`config.mk`:
```
export PLATFORM = sky130hd
export DESIGN_NAME = gtt_ctrl
export DESIGN_NICKNAME = d
export VERILOG_FILES = /design/src/design/gtt_ctrl.v /design/src/design/gtt_tick_div.v
export VERILOG_INCLUDE_DIRS = /design/src /design/src/design
export SDC_FILE = /design/constraint.sdc
export NUM_CORES = 1
export LEC_CHECK = 0
export ABC_AREA = 1
export BUFFER_PORTS_ARGS = -buffer_cell sky130_fd_sc_hd__buf_2
export CAP_MARGIN = 20
export CORE_MARGIN = 10
export CORE_UTILIZATION = 35
export DETAILED_ROUTE_END_ITERATION = 16
export GPL_ROUTABILITY_DRIVEN = 0
export GPL_TIMING_DRIVEN = 0
export PLACE_DENSITY_LB_ADDON = 0.15
export SETUP_SLACK_MARGIN = 0.2
export SLEW_MARGIN = 20
export SYNTH_ARGS = -nofsm -noshare
export SYNTH_HDL_FRONTEND = slang
export SYNTH_HIERARCHICAL = 1
export SYNTH_SLANG_ARGS = --single-unit
```
`constraint.sdc`:
```
create_clock -name clk -period 19.9 [get_ports clk]
set_input_delay 0 -clock clk [delete_from_list [all_inputs] [get_ports clk]]
set_output_delay 0 -clock clk [all_outputs]
set_load 0.02 [all_outputs]
```
`src/design/gtt_defs.vh`:
```
`ifndef GTT_DEFS_VH
`define GTT_DEFS_VH
// Coarse tick period in microseconds and system clock period in nanoseconds.
`define GTT_TICK_US        55000
`define GTT_CLK_NS         10
`define GTT_TICK_CYC       ((`GTT_TICK_US * 1000) / `GTT_CLK_NS)
`define GTT_TICK_W         23
// Timeout is given in hundredths of a second; 24 bits cover 167772.15 s.
`define GTT_CS_W           24
`define GTT_TICKS_W        24
`define GTT_CS_PER_TICK2   24'd11
`define GTT_MIN_TICKS      24'h000002
`define GTT_DEFAULT_TICKS  24'h0000b6
// Bus command bytes.
`define GTT_CMD_UNL        8'h3f
`define GTT_CMD_LAG        8'h20
`define GTT_CMD_SAG        8'h60
`define GTT_CMD_GET        8'h08
`define GTT_PAD_MAX        5'h1e
// Trigger sequencer states.
`define GTT_S_IDLE         3'h0
`define GTT_S_UNL          3'h1
`define GTT_S_ADDR         3'h2
`define GTT_S_SEC          3'h3
`define GTT_S_GET          3'h4
`define GTT_S_WAIT         3'h5
`endif

```
`src/design/gtt_ctrl.v`:
```
`timescale 1ns/1ns
`default_nettype none
`include "gtt_defs.vh"
module gtt_ctrl #(
    parameter TICK_CYC = `GTT_TICK_CYC
) (
    input  wire        clk,
    input  wire        reset_n,
    input  wire        tmo_set,
    input  wire [23:0] timeout_seconds_value,
    input  wire        xfer_start,
    input  wire        xfer_cont_dma,
    input  wire        xfer_byte,
    input  wire        xfer_done,
    input  wire        tmo_err_clr,
    output reg         xfer_abort_reg,
    output reg         tmo_err_reg,
    output reg         xfer_active_reg,
    input  wire        is_active_ctrl,
    input  wire        trig_start,
    input  wire        trig_addr_valid,
    input  wire [4:0]  trig_pad,
    input  wire        trig_has_sad,
    input  wire [4:0]  trig_sad,
    input  wire        trig_addr_last,
    output reg         trig_addr_ready_reg,
    input  wire        bus_cmd_ready,
    output reg         bus_cmd_valid_reg,
    output reg  [7:0]  bus_cmd_data_reg,
    output reg         trig_busy_reg,
    output reg         trig_done_reg,
    output reg         trig_refused_reg
);
    wire tick;
    gtt_tick_div #(.TICK_CYC(TICK_CYC)) u_div (
        .clk      (clk),
        .reset_n  (reset_n),
        .tick_reg (tick)
    );

    // Nearest multiple of 5.5 cs: ticks = round(2*cs/11), floor of 2 ticks unless cs is zero.
    function [23:0] cs_to_ticks;
        input [23:0] cs;
        reg   [25:0] q;
        begin
            q = ({2'b00, cs} * 26'd2 + 26'd5) / 26'd11;
            if (cs == 24'h000000)
                cs_to_ticks = 24'h000000;
            else if (cs <= `GTT_CS_PER_TICK2 || q[23:0] < `GTT_MIN_TICKS)
                cs_to_ticks = `GTT_MIN_TICKS;
            else
                cs_to_ticks = q[23:0];
        end
    endfunction

    reg [23:0] limit_reg;
    reg [23:0] tcnt_reg;
    reg        timing_reg;
    reg        tmo_hit;

    always @(posedge clk) begin
        if (!reset_n)
            limit_reg <= `GTT_DEFAULT_TICKS;
        else if (tmo_set)
            limit_reg <= cs_to_ticks(timeout_seconds_value);
    end

    always @* begin
        // Zero limit never expires.
        tmo_hit = xfer_active_reg && timing_reg && (limit_reg != 24'h000000)
                  && tick && (tcnt_reg + 24'h000001 >= limit_reg);
    end

    always @(posedge clk) begin
        if (!reset_n) begin
            xfer_active_reg <= 1'b0;
            timing_reg      <= 1'b0;
            tcnt_reg        <= 24'h000000;
            xfer_abort_reg  <= 1'b0;
            tmo_err_reg     <= 1'b0;
        end else begin
            xfer_abort_reg <= 1'b0;
            if (tmo_hit)
                tmo_err_reg <= 1'b1;
            else if (tmo_err_clr)
                tmo_err_reg <= 1'b0;
            if (tmo_hit) begin
                xfer_abort_reg  <= 1'b1;
                xfer_active_reg <= 1'b0;
                timing_reg      <= 1'b0;
            end else if (xfer_start) begin
                xfer_active_reg <= 1'b1;
                timing_reg      <= 1'b1;
                tcnt_reg        <= 24'h000000;
            end else if (xfer_active_reg) begin
                if (xfer_done) begin
                    xfer_active_reg <= 1'b0;
                    timing_reg      <= 1'b0;
                end else if (xfer_byte) begin
                    tcnt_reg <= 24'h000000;
                    if (xfer_cont_dma)
                        timing_reg <= 1'b0;
                end else if (tick) begin
                    tcnt_reg <= tcnt_reg + 24'h000001;
                end
            end
        end
    end

    reg [2:0] st_reg;
    reg [4:0] sad_reg;
    reg       last_reg;
    reg       sec_reg;

    // Hands one command byte to the bus and moves on once it is taken.
    always @(posedge clk) begin
        if (!reset_n) begin
            st_reg              <= `GTT_S_IDLE;
            sad_reg             <= 5'h00;
            last_reg            <= 1'b0;
            sec_reg             <= 1'b0;
            trig_addr_ready_reg <= 1'b0;
            bus_cmd_valid_reg   <= 1'b0;
            bus_cmd_data_reg    <= 8'h00;
            trig_busy_reg       <= 1'b0;
            trig_done_reg       <= 1'b0;
            trig_refused_reg    <= 1'b0;
        end else begin
            trig_done_reg       <= 1'b0;
            trig_refused_reg    <= 1'b0;
            trig_addr_ready_reg <= 1'b0;
            case (st_reg)
                `GTT_S_IDLE: begin
                    if (trig_start) begin
                        if (!is_active_ctrl) begin
                            trig_refused_reg <= 1'b1;
                        end else begin
                            trig_busy_reg <= 1'b1;
                            if (trig_addr_valid) begin
                                bus_cmd_data_reg  <= `GTT_CMD_UNL;
                                bus_cmd_valid_reg <= 1'b1;
                                st_reg            <= `GTT_S_UNL;
                            end else begin
                                bus_cmd_data_reg  <= `GTT_CMD_GET;
                                bus_cmd_valid_reg <= 1'b1;
                                st_reg            <= `GTT_S_GET;
                            end
                        end
                    end
                end
                `GTT_S_UNL, `GTT_S_SEC: begin
                    if (bus_cmd_ready) begin
                        bus_cmd_valid_reg <= 1'b0;
                        st_reg            <= (st_reg == `GTT_S_SEC || !sec_reg) && last_reg
                                             ? `GTT_S_WAIT : `GTT_S_ADDR;
                        if (st_reg == `GTT_S_UNL)
                            st_reg <= `GTT_S_ADDR;
                    end
                end
                `GTT_S_ADDR: begin
                    if (bus_cmd_valid_reg) begin
                        if (bus_cmd_ready) begin
                            bus_cmd_valid_reg <= 1'b0;
                            st_reg <= sec_reg ? `GTT_S_SEC : (last_reg ? `GTT_S_WAIT : `GTT_S_ADDR);
                            if (sec_reg) begin
                                bus_cmd_data_reg  <= `GTT_CMD_SAG | {3'h0, sad_reg};
                                bus_cmd_valid_reg <= 1'b1;
                            end
                        end
                    end else if (trig_addr_valid && trig_pad <= `GTT_PAD_MAX) begin
                        trig_addr_ready_reg <= 1'b1;
                        bus_cmd_data_reg    <= `GTT_CMD_LAG | {3'h0, trig_pad};
                        bus_cmd_valid_reg   <= 1'b1;
                        sad_reg             <= trig_sad;
                        sec_reg             <= trig_has_sad;
                        last_reg            <= trig_addr_last;
                    end
                end
                `GTT_S_WAIT: begin
                    bus_cmd_data_reg  <= `GTT_CMD_GET;
                    bus_cmd_valid_reg <= 1'b1;
                    st_reg            <= `GTT_S_GET;
                end
                `GTT_S_GET: begin
                    if (bus_cmd_ready) begin
                        bus_cmd_valid_reg <= 1'b0;
                        trig_busy_reg     <= 1'b0;
                        trig_done_reg     <= 1'b1;
                        st_reg            <= `GTT_S_IDLE;
                    end
                end
                default: st_reg <= `GTT_S_IDLE;
            endcase
        end
    end
endmodule
`default_nettype wire

```
`src/design/gtt_tick_div.v`:
```
`timescale 1ns/1ns
`default_nettype none
`include "gtt_defs.vh"
module gtt_tick_div #(
    parameter TICK_CYC = `GTT_TICK_CYC
) (
    input  wire clk,
    input  wire reset_n,
    output reg  tick_reg
);
    reg [`GTT_TICK_W-1:0] cnt_reg;
    always @(posedge clk) begin
        if (!reset_n) begin
            cnt_reg  <= {`GTT_TICK_W{1'b0}};
            tick_reg <= 1'b0;
        end else if (cnt_reg == TICK_CYC[`GTT_TICK_W-1:0] - 1'b1) begin
            cnt_reg  <= {`GTT_TICK_W{1'b0}};
            tick_reg <= 1'b1;
        end else begin
            cnt_reg  <= cnt_reg + 1'b1;
            tick_reg <= 1'b0;
        end
    end
endmodule
`default_nettype wire

```
Yosys cells after proc, flatten, opt, wreduce, memory -nomap -nowiden

Cells that the tools add are included.

Register bits after elaboration: 99
Input port bits: 48
Output and inout port bits: 16
Word-level logic and storage cells: 131

$add $sub $neg: 3
Divide/modulo/power cells: 1
Magnitude comparators: 4
Equal/unequal tests: 17
Muxes and demuxes: 50
Bitwise logic cells: 4
Reduce and logical (&&, ||, !) cells: 34

Operators by type and width:

| cell                  | number |
|---|---|
| $mux 24               | 7 |
| $mux 8                | 6 |
| $mux 3                | 11 |
| $add 25x3->26 const B | 1 |
| $div 26x4->26 const B | 1 |
| $add 24x1->24 const B | 1 |
| $ge 24x24->1          | 1 |
| $le 24x4->1 const B   | 1 |
| $logic_not 24->1      | 1 |
| $lt 24x2->1 const B   | 1 |
| $pmux 8 s3            | 1 |
| $reduce_bool 24->1    | 1 |
| $add 23x1->23 const B | 1 |
| $eq 23x23->1 const B  | 1 |
| $mux 1                | 21 |
| $pmux 3 s5            | 1 |
| $ne 2x2->1 const B    | 7 |
| $reduce_and 4->1      | 3 |
| $reduce_and 6->1      | 2 |
| $reduce_bool 3->1     | 4 |
| $ne 3x3->1 const B    | 3 |
| $reduce_and 3->1      | 3 |
| $eq 3x2->1 const B    | 2 |
| $eq 3x3->1 const B    | 2 |
| 16 further kinds      | 30 |

Depth between registers and ports, before layout

Gate-level depths: netlist of run 1.

Word-level depth: 7
Gate-level depth with buffers: 122
Mapped depth without buffers: 122

Modules after synthesis

The synthesis of run 1 kept the hierarchy.

Modules (own cells, without submodules):

| module       | times used | cells an instance | area an instance (µm²) | sequential area each (µm²) |
|---|---|---|---|---|
| gtt_ctrl     | 1          | 1246              | 7651.1                 | 1461.4 |
| gtt_tick_div | 1          | 189               | 1272.5                 | 480.5 |

Worst setup path after synthesis of run 1

Ideal clock, no wire load.

Path type: input -> register
Start: input timeout_seconds_value[1]
End: register limit_reg[0]
Library setup time: 0.128 ns
Arrival time: 9.691 ns
Data required time: 19.772 ns
Path slack: 10.080 ns
Cell stages on the path: 114
Buffers on the path: 0
Cells stage by stage: ha_1 nand3_2 nor2_4 nand3_1 o21bai_1 nand2_1 nor2_1 nor2_1 nand2_1 nand2_2 nand2_2 nand3_2 nand2_2 nand2_2 nand2_2 nand2_2 nand2_2 nor2_2 [... 78 more ...] nand2_2 nand2_4 nor2_4 nand2_2 nand2_4 nand2_1 nand2_1 inv_1 ha_1 or2_2 nand2_1 inv_2 nand2_1 nand2_1 nand2_1 nand3_2 nand2_1 a21oi_1

Cells in the longest elaborated chain, start to end: 6
Elaborated cells on any way between the ends: 8
Those cells by class: 1 x add/sub; 1 x div; 2 x order compare; 2 x mux; 2 x reduce/logical

Ends and longest elaborated chain:

| item                       | line          | RTL |
|---|---|---|
| start: declaration         | gtt_ctrl.v:10 | `input wire [23:0] timeout_seconds_value,` |
| $add 25x3->26              | gtt_ctrl.v:46 | `q = ({2'b00, cs} * 26'd2 + 26'd5) / 26'd11;` |
| $div 26x4->26              | gtt_ctrl.v:46 |  |
| $lt 24x2->1 (no line)      | -             |  |
| $logic_or 1x1->1 (no line) | -             |  |
| $mux 24                    | gtt_ctrl.v:49 | `` else if (cs <= `GTT_CS_PER_TICK2 \|\| q[23:0] < `GTT_MIN_TICKS) `` |
| $mux 24 (*)                | gtt_ctrl.v:47 | `if (cs == 24'h000000)` |
| end signal: assignment     | gtt_ctrl.v:63 | `` limit_reg <= `GTT_DEFAULT_TICKS; `` |
| end signal: assignment     | gtt_ctrl.v:65 | `limit_reg <= cs_to_ticks(timeout_seconds_value);` |
| end: declaration           | gtt_ctrl.v:56 | `reg [23:0] limit_reg;` |

Every way passes the cells marked *; elsewhere a longest branch is shown, timed or not.
A chain may end at the register's enable or synchronous reset.

Worst setup path in the final report of run 1

Ends and elaborated chain as after synthesis.

==> impl_metrics.yaml, run 1 <==
run_status:
  status: "completed"
critical_path:
  ff2ff_path_depth: 30
  cp.arrival_ps: 11720
  startpoint_type: "input port"
  worst_setup_path_end_kind: "register"
  cpPeakStageDelay_ps: 290
  worstPathMaxFanout: 8
  cpMostUsedCell: "nand2_2"
  critPathRequiredTime_ps: 20110
  critPathSlowestCell: "or2_2"
  critical_path_class: "in2reg"
global_routing:
  grt_start_max_net_pins: 16
  antenna_found_initial: 0
  grt_pass1_wl_um: 40200
  overflow: 0
  grt_pass1_vias: 8642
  grtUsageTotal: 0.142
cts:
  worstSkewPairLatency_ps: 350
  cts-resized-gates: 0
  htreeDepth: 3
  cts_root_buf: "clkbuf_16"
  cts.sinks: 97
  postCtsSetupRepairBufs: 0
  clockBufferDepth: 2
  cts.clk_slew.worst_paths_ps: 70
  cts_tree: "done"
  cts-hold-fix-buffers: 22
  cts_inserted_buffers: 9
detailed_routing:
  drc: 0
  drtAntennaViolNets: 0
  wirelength_um: 23000
  routedWlPerCell_um: 12.4
  dr.pass1.iters: 6
  viasPerCell: 4.78
  drtIter0Drc: 527
  vias: 8908
logic_synthesis:
  synthArstFlopShare: 0
  yosys_warnings: 6
  synthTopCellsByCount: "nand2_1, inv_1, nor2_1"
  synth_seq_area_share: 0.218
  synth_enable_flop_cells: 0
  synth_flop_cell: "dfxtp_1"
  ys_types: 48
  synth_top_area_frac: 0.218
  synth_area_leaders: "dfxtp_1, nand2_1, inv_1"
  synthCells: 1435
  ys_seq_elements: 97
  synth_top_area_cell: "dfxtp_1"
  synth.most_common_cell: "nand2_1"
  netlist_area_um2: 8920
  synth_area_per_cell_um2: 6.22
  syn-num-nets: 1510
timing:
  setup_tns_ps: 0
  period_needed_ps: 11510
  hold_viol_final: 0
  rsz0062_at_grt: "false"
  timing.fmax_ghz: 0.0869
  worst_pin_slew_ps: 655
  post-route-period-util: 0.578
  setup_viol: 0
  slew_headroom: 0.552
  skew_ps: 10.3
  slew_violations: 0
floorplan:
  die_w_um: 180
  core.rowCount: 58
  die_h_um: 180
  initial_core_util: 0.355
  core_area_um2: 25100
  io_pins: 64
  die-area_um2: 32300
cells_and_area:
  fill_cells: 2731
  synthToLayoutAreaGrowth_pct: 14.6
  antenna_cells: 0
  largest_reg_flops: 24
  final_nets: 1604
  final_layout_size_suffix_gt1_frac: 0.182
run:
  cap_violations: 0
worst_hold_path:
  hold_depth: 4
  min_path_type: "in2reg"
placed_design:
  dp_hpwl_um: 18800
  portBuffers: 61
## kinds of logic (layout without fill, tap and decap cells)
family	count (synthesis)	in the layout	share of synthesized area
AO/OA/AOI/OAI	193	193	0.128
XOR/XNOR	42	42	0.0412
adder cells (fa/ha/maj)	27	27	0.0379
buffers and inverters	251	349	0.109
flip-flops	97	97	0.218
other	1	1	0.000420
AND/OR/NAND/NOR	824	824	0.466
## path summary, 6_finish.rpt
kind,start,end,slack [ps]
worst max register to register,tcnt_reg[0]$_SDFFE_PN0P_,tcnt_reg[22]$_SDFFE_PN0P_,14250
worst max-delay path,timeout_seconds_value[1],limit_reg[0]$_SDFFE_PN0P_,8390
worst min-delay path,xfer_done,timing_reg$_SDFFE_PP0P_,30
worst min register to register,u_div/cnt_reg[0]$_SDFF_PP0_,u_div/cnt_reg[0]$_SDFF_PP0_,450
## per-stage QoR
step | cell area (um2) | util | hold slack [ps] | worst slack, ps | instances
6_report | 10200 | 0.407 | 26.1 | 8390 | 1863
5_1_grt | 10200 | 0.407 | 32.6 | 6870 | 1863
4_1_cts | 10200 | 0.407 | 4.51 | 8320 | 1863
3_5_place_dp | 9640 | 0.384 | 199 | 7980 | 1826
3_3_place_gp | 9640 | 0.384 | 193 | 8100 | 1826
2_1_floorplan | 8920 | - | 72.3 | 10080 | 1435
## final cells by class
type | count | area (um2) | area share
Clock inverter | 5 | 128 | 0.0125
Timing Repair Buffer | 83 | 526 | 0.0514
Tap cell | 330 | 413 | 0.0404
Clock buffer | 10 | 239 | 0.0234
Buffer | 22 | 113 | 0.0110
Inverter | 229 | 860 | 0.0840
Sequential cell | 97 | 1940 | 0.190
Multi-Input combinational cell | 1087 | 6010 | 0.588
## worst max-delay path, delay by kind of cell
kind / cells / cell delay, ps
compound gates: 5 / 750
fa+ha+maj: 2 / 480
buf+inv: 7 / 570
simple gates: 101 / 9880
## routing by layer
layer,wire [um],part of all wire,vias to the layer above,global-route usage
met1,11100,0.48,3984,0.181
met4,363,0.016,0,0.0367
li1,-,-,4796,-
met5,0,0,-,0
met2,11000,0.48,108,0.244
met3,567,0.025,20,0.0197
## cells in the final DEF, fill, tap and decap left out, types with 3 or more instances in the layout
cell           synthesis  routed
a211oi_1              27      27
a21oi_1               85      85
a22oi_1                4       4
buf_2                  1      62
bufinv_16              0       4
clkbuf_1              14      14
clkbuf_16              0       9
clkinv_1               3       3
dfxtp_1               97      97
dlygate4sd3_1          0      22
ha_1                  27      27
inv_1                201     201
inv_2                 25      25
nand2_1              355     355
nand2_2               83      83
nand2_4               29      29
nand3_1              120     120
nand3_2               27      27
nand3b_1               3       3
nand4_1               23      23
nor2_1               122     122
nor2_2                11      11
nor2_4                13      13
nor2_8                 3       3
nor3_1                16      16
nor4_1                12      12
o211ai_1              12      12
o21a_1                 7       7
o21ai_0               33      33
o21ai_1               10      10
o21ai_2                3       3
o21bai_1               3       3
or2_2                  3       3
xnor2_1                3       3
xor2_1                39      39
Power of run 1 is left out: the tool's default activity adds up to more than one toggle a clock period on the data nets, which glitch-free logic cannot reach.
==> run 2: changes to the inputs <==
==> constraint.sdc (replaced) <==
create_clock -name clk -period 9.3 [get_ports clk]
set_input_delay 0 -clock clk [delete_from_list [all_inputs] [get_ports clk]]
set_output_delay 0 -clock clk [all_outputs]
set_load 0.02 [all_outputs]
==> impl_metrics.yaml, run 2 (synthesis results as in run 1) <==
cts:
  cts_tree: "done"
  htreeDepth: 3
  cts_inserted_buffers: 9
  clockBufferDepth: 2
  cts_root_buf: "clkbuf_16"
  cts.sinks: 97
  worstSkewPairLatency_ps: 350
  cts.clk_slew.worst_paths_ps: 70
global_routing:
  grt_pass1_wl_um: 42800
  overflow: 0
  grtUsageTotal: 0.151
  grt_start_max_net_pins: 16
  grt_pass1_vias: 9170
  antenna_found_initial: 0
floorplan:
  io_pins: 64
  core_area_um2: 25100
  die-area_um2: 32300
  core.rowCount: 58
  initial_core_util: 0.355
  die_w_um: 180
  die_h_um: 180
cells_and_area:
  largest_reg_flops: 24
  mostFrequentLayoutCell: "nand2_1"
  antenna_cells: 0
  final_layout_size_suffix_gt1_frac: 0.332
  finalNonFillerCells: 1989
  final_nets: 1729
  synthToLayoutAreaGrowth_pct: 38.5
  final_cell_mix: "nand2_1, inv_1, buf_4"
  fill_cells: 2519
timing:
  setup_viol: 3
  rsz0062_at_grt: "true"
  post-route-period-util: 1.14
  slew_headroom: 0.485
  worst_pin_slew_ps: 754
  slew_violations: 0
  period_needed_ps: 10590
  setup_ws_ps: -1290
  timing.fmax_ghz: 0.0944
  skew_ps: 8.95
  hold_viol_final: 0
critical_path:
  critical_path_class: "in2reg"
  cpMostUsedCell: "nand2_4"
  worst_setup_path_end_kind: "register"
  critPathSlowestCell: "or2_2"
  critPathRequiredTime_ps: 9520
  cpPeakStageDelay_ps: 290
  rrSetupSlack_ps: 3740
  startpoint_type: "input port"
  worstPathMaxFanout: 6
  cp.arrival_ps: 10810
run:
  cap_violations: 0
placed_design:
  portBuffers: 61
  dp_hpwl_um: 18900
  place_inst: 1826
worst_hold_path:
  min_path_type: "in2reg"
detailed_routing:
  wirelength_um: 26000
  drc: 0
  drtAntennaViolNets: 0
  drtIter0Drc: 452
  dr.pass1.iters: 5
  routedWlPerCell_um: 13.1
  vias: 9668
  viasPerCell: 4.86
run_status:
  status: "finished with violations"
  violations: "negative setup slack"
## run 2: repair_timing
item                                   4_1_cts  5_1_grt
endpoints found under the hold margin       18        0
gates resized for setup                    154      120
setup endpoints to repair                    6        6
hold buffers                                20        0
pin swaps                                   97      126
setup buffers                               92       35
## run 2: worst max-delay path: cells and delay by family
| kind | cells | cell delay (ps) |
|---|---|---|
| AO/OA/AOI/OAI | 11 | 1600 |
| buffers and inverters | 15 | 1460 |
| AND/OR/NAND/NOR | 77 | 7150 |
| XOR/XNOR | 2 | 340 |
| adder cells (fa/ha/maj) | 1 | 190 |
## run 2: path summary, 6_finish.rpt
path,startpoint,cells past startpoint,to
worst max-delay path,timeout_seconds_value[3],106,limit_reg[0]$_SDFFE_PN0P_
worst min-delay path,trig_pad[3],3,bus_cmd_data_reg[3]$_SDFFE_PN0P_
worst max register to register,tcnt_reg[0]$_SDFFE_PN0P_,30,tcnt_reg[16]$_SDFFE_PN0P_
worst min register to register,u_div/cnt_reg[0]$_SDFF_PP0_,1,u_div/cnt_reg[0]$_SDFF_PP0_
## run 2: layer usage
| layer | vias to the layer above | GRT usage | part of all wire |
|---|---|---|---|
| li1 | 5067 | - | - |
| met1 | 4457 | 0.185 | 0.45 |
| met2 | 112 | 0.271 | 0.51 |
| met3 | 32 | 0.0225 | 0.020 |
| met4 | 0 | 0.0337 | 0.018 |
| met5 | - | 0 | 0 |
## run 2: area by class of cell
class | instances | area [um2] | area share
Timing Repair Buffer | 208 | 1540 | 0.125
Buffer | 22 | 113 | 0.00911
Tap cell | 330 | 413 | 0.0334
Inverter | 229 | 866 | 0.0701
Clock inverter | 5 | 77.6 | 0.00628
Sequential cell | 97 | 1940 | 0.157
Clock buffer | 11 | 253 | 0.0204
Multi-Input combinational cell | 1087 | 7160 | 0.579
## run 2: stage by stage
stage          worst slack [ps]  hold slack (ps)  utilization  setup TNS (ps)  area, um2
6_report                  -1290             19.3        0.492           -2830      12400
5_1_grt                   -2130             28.9        0.492           -6250      12400
4_1_cts                   -1030             14.9        0.461           -2020      11600
3_5_place_dp              -2610              202        0.386           -8210       9690
3_3_place_gp              -2480              196        0.386           -7550       9690
2_1_floorplan              -451             72.3            -            -583       8970
Power of run 2 is left out for the same reason.
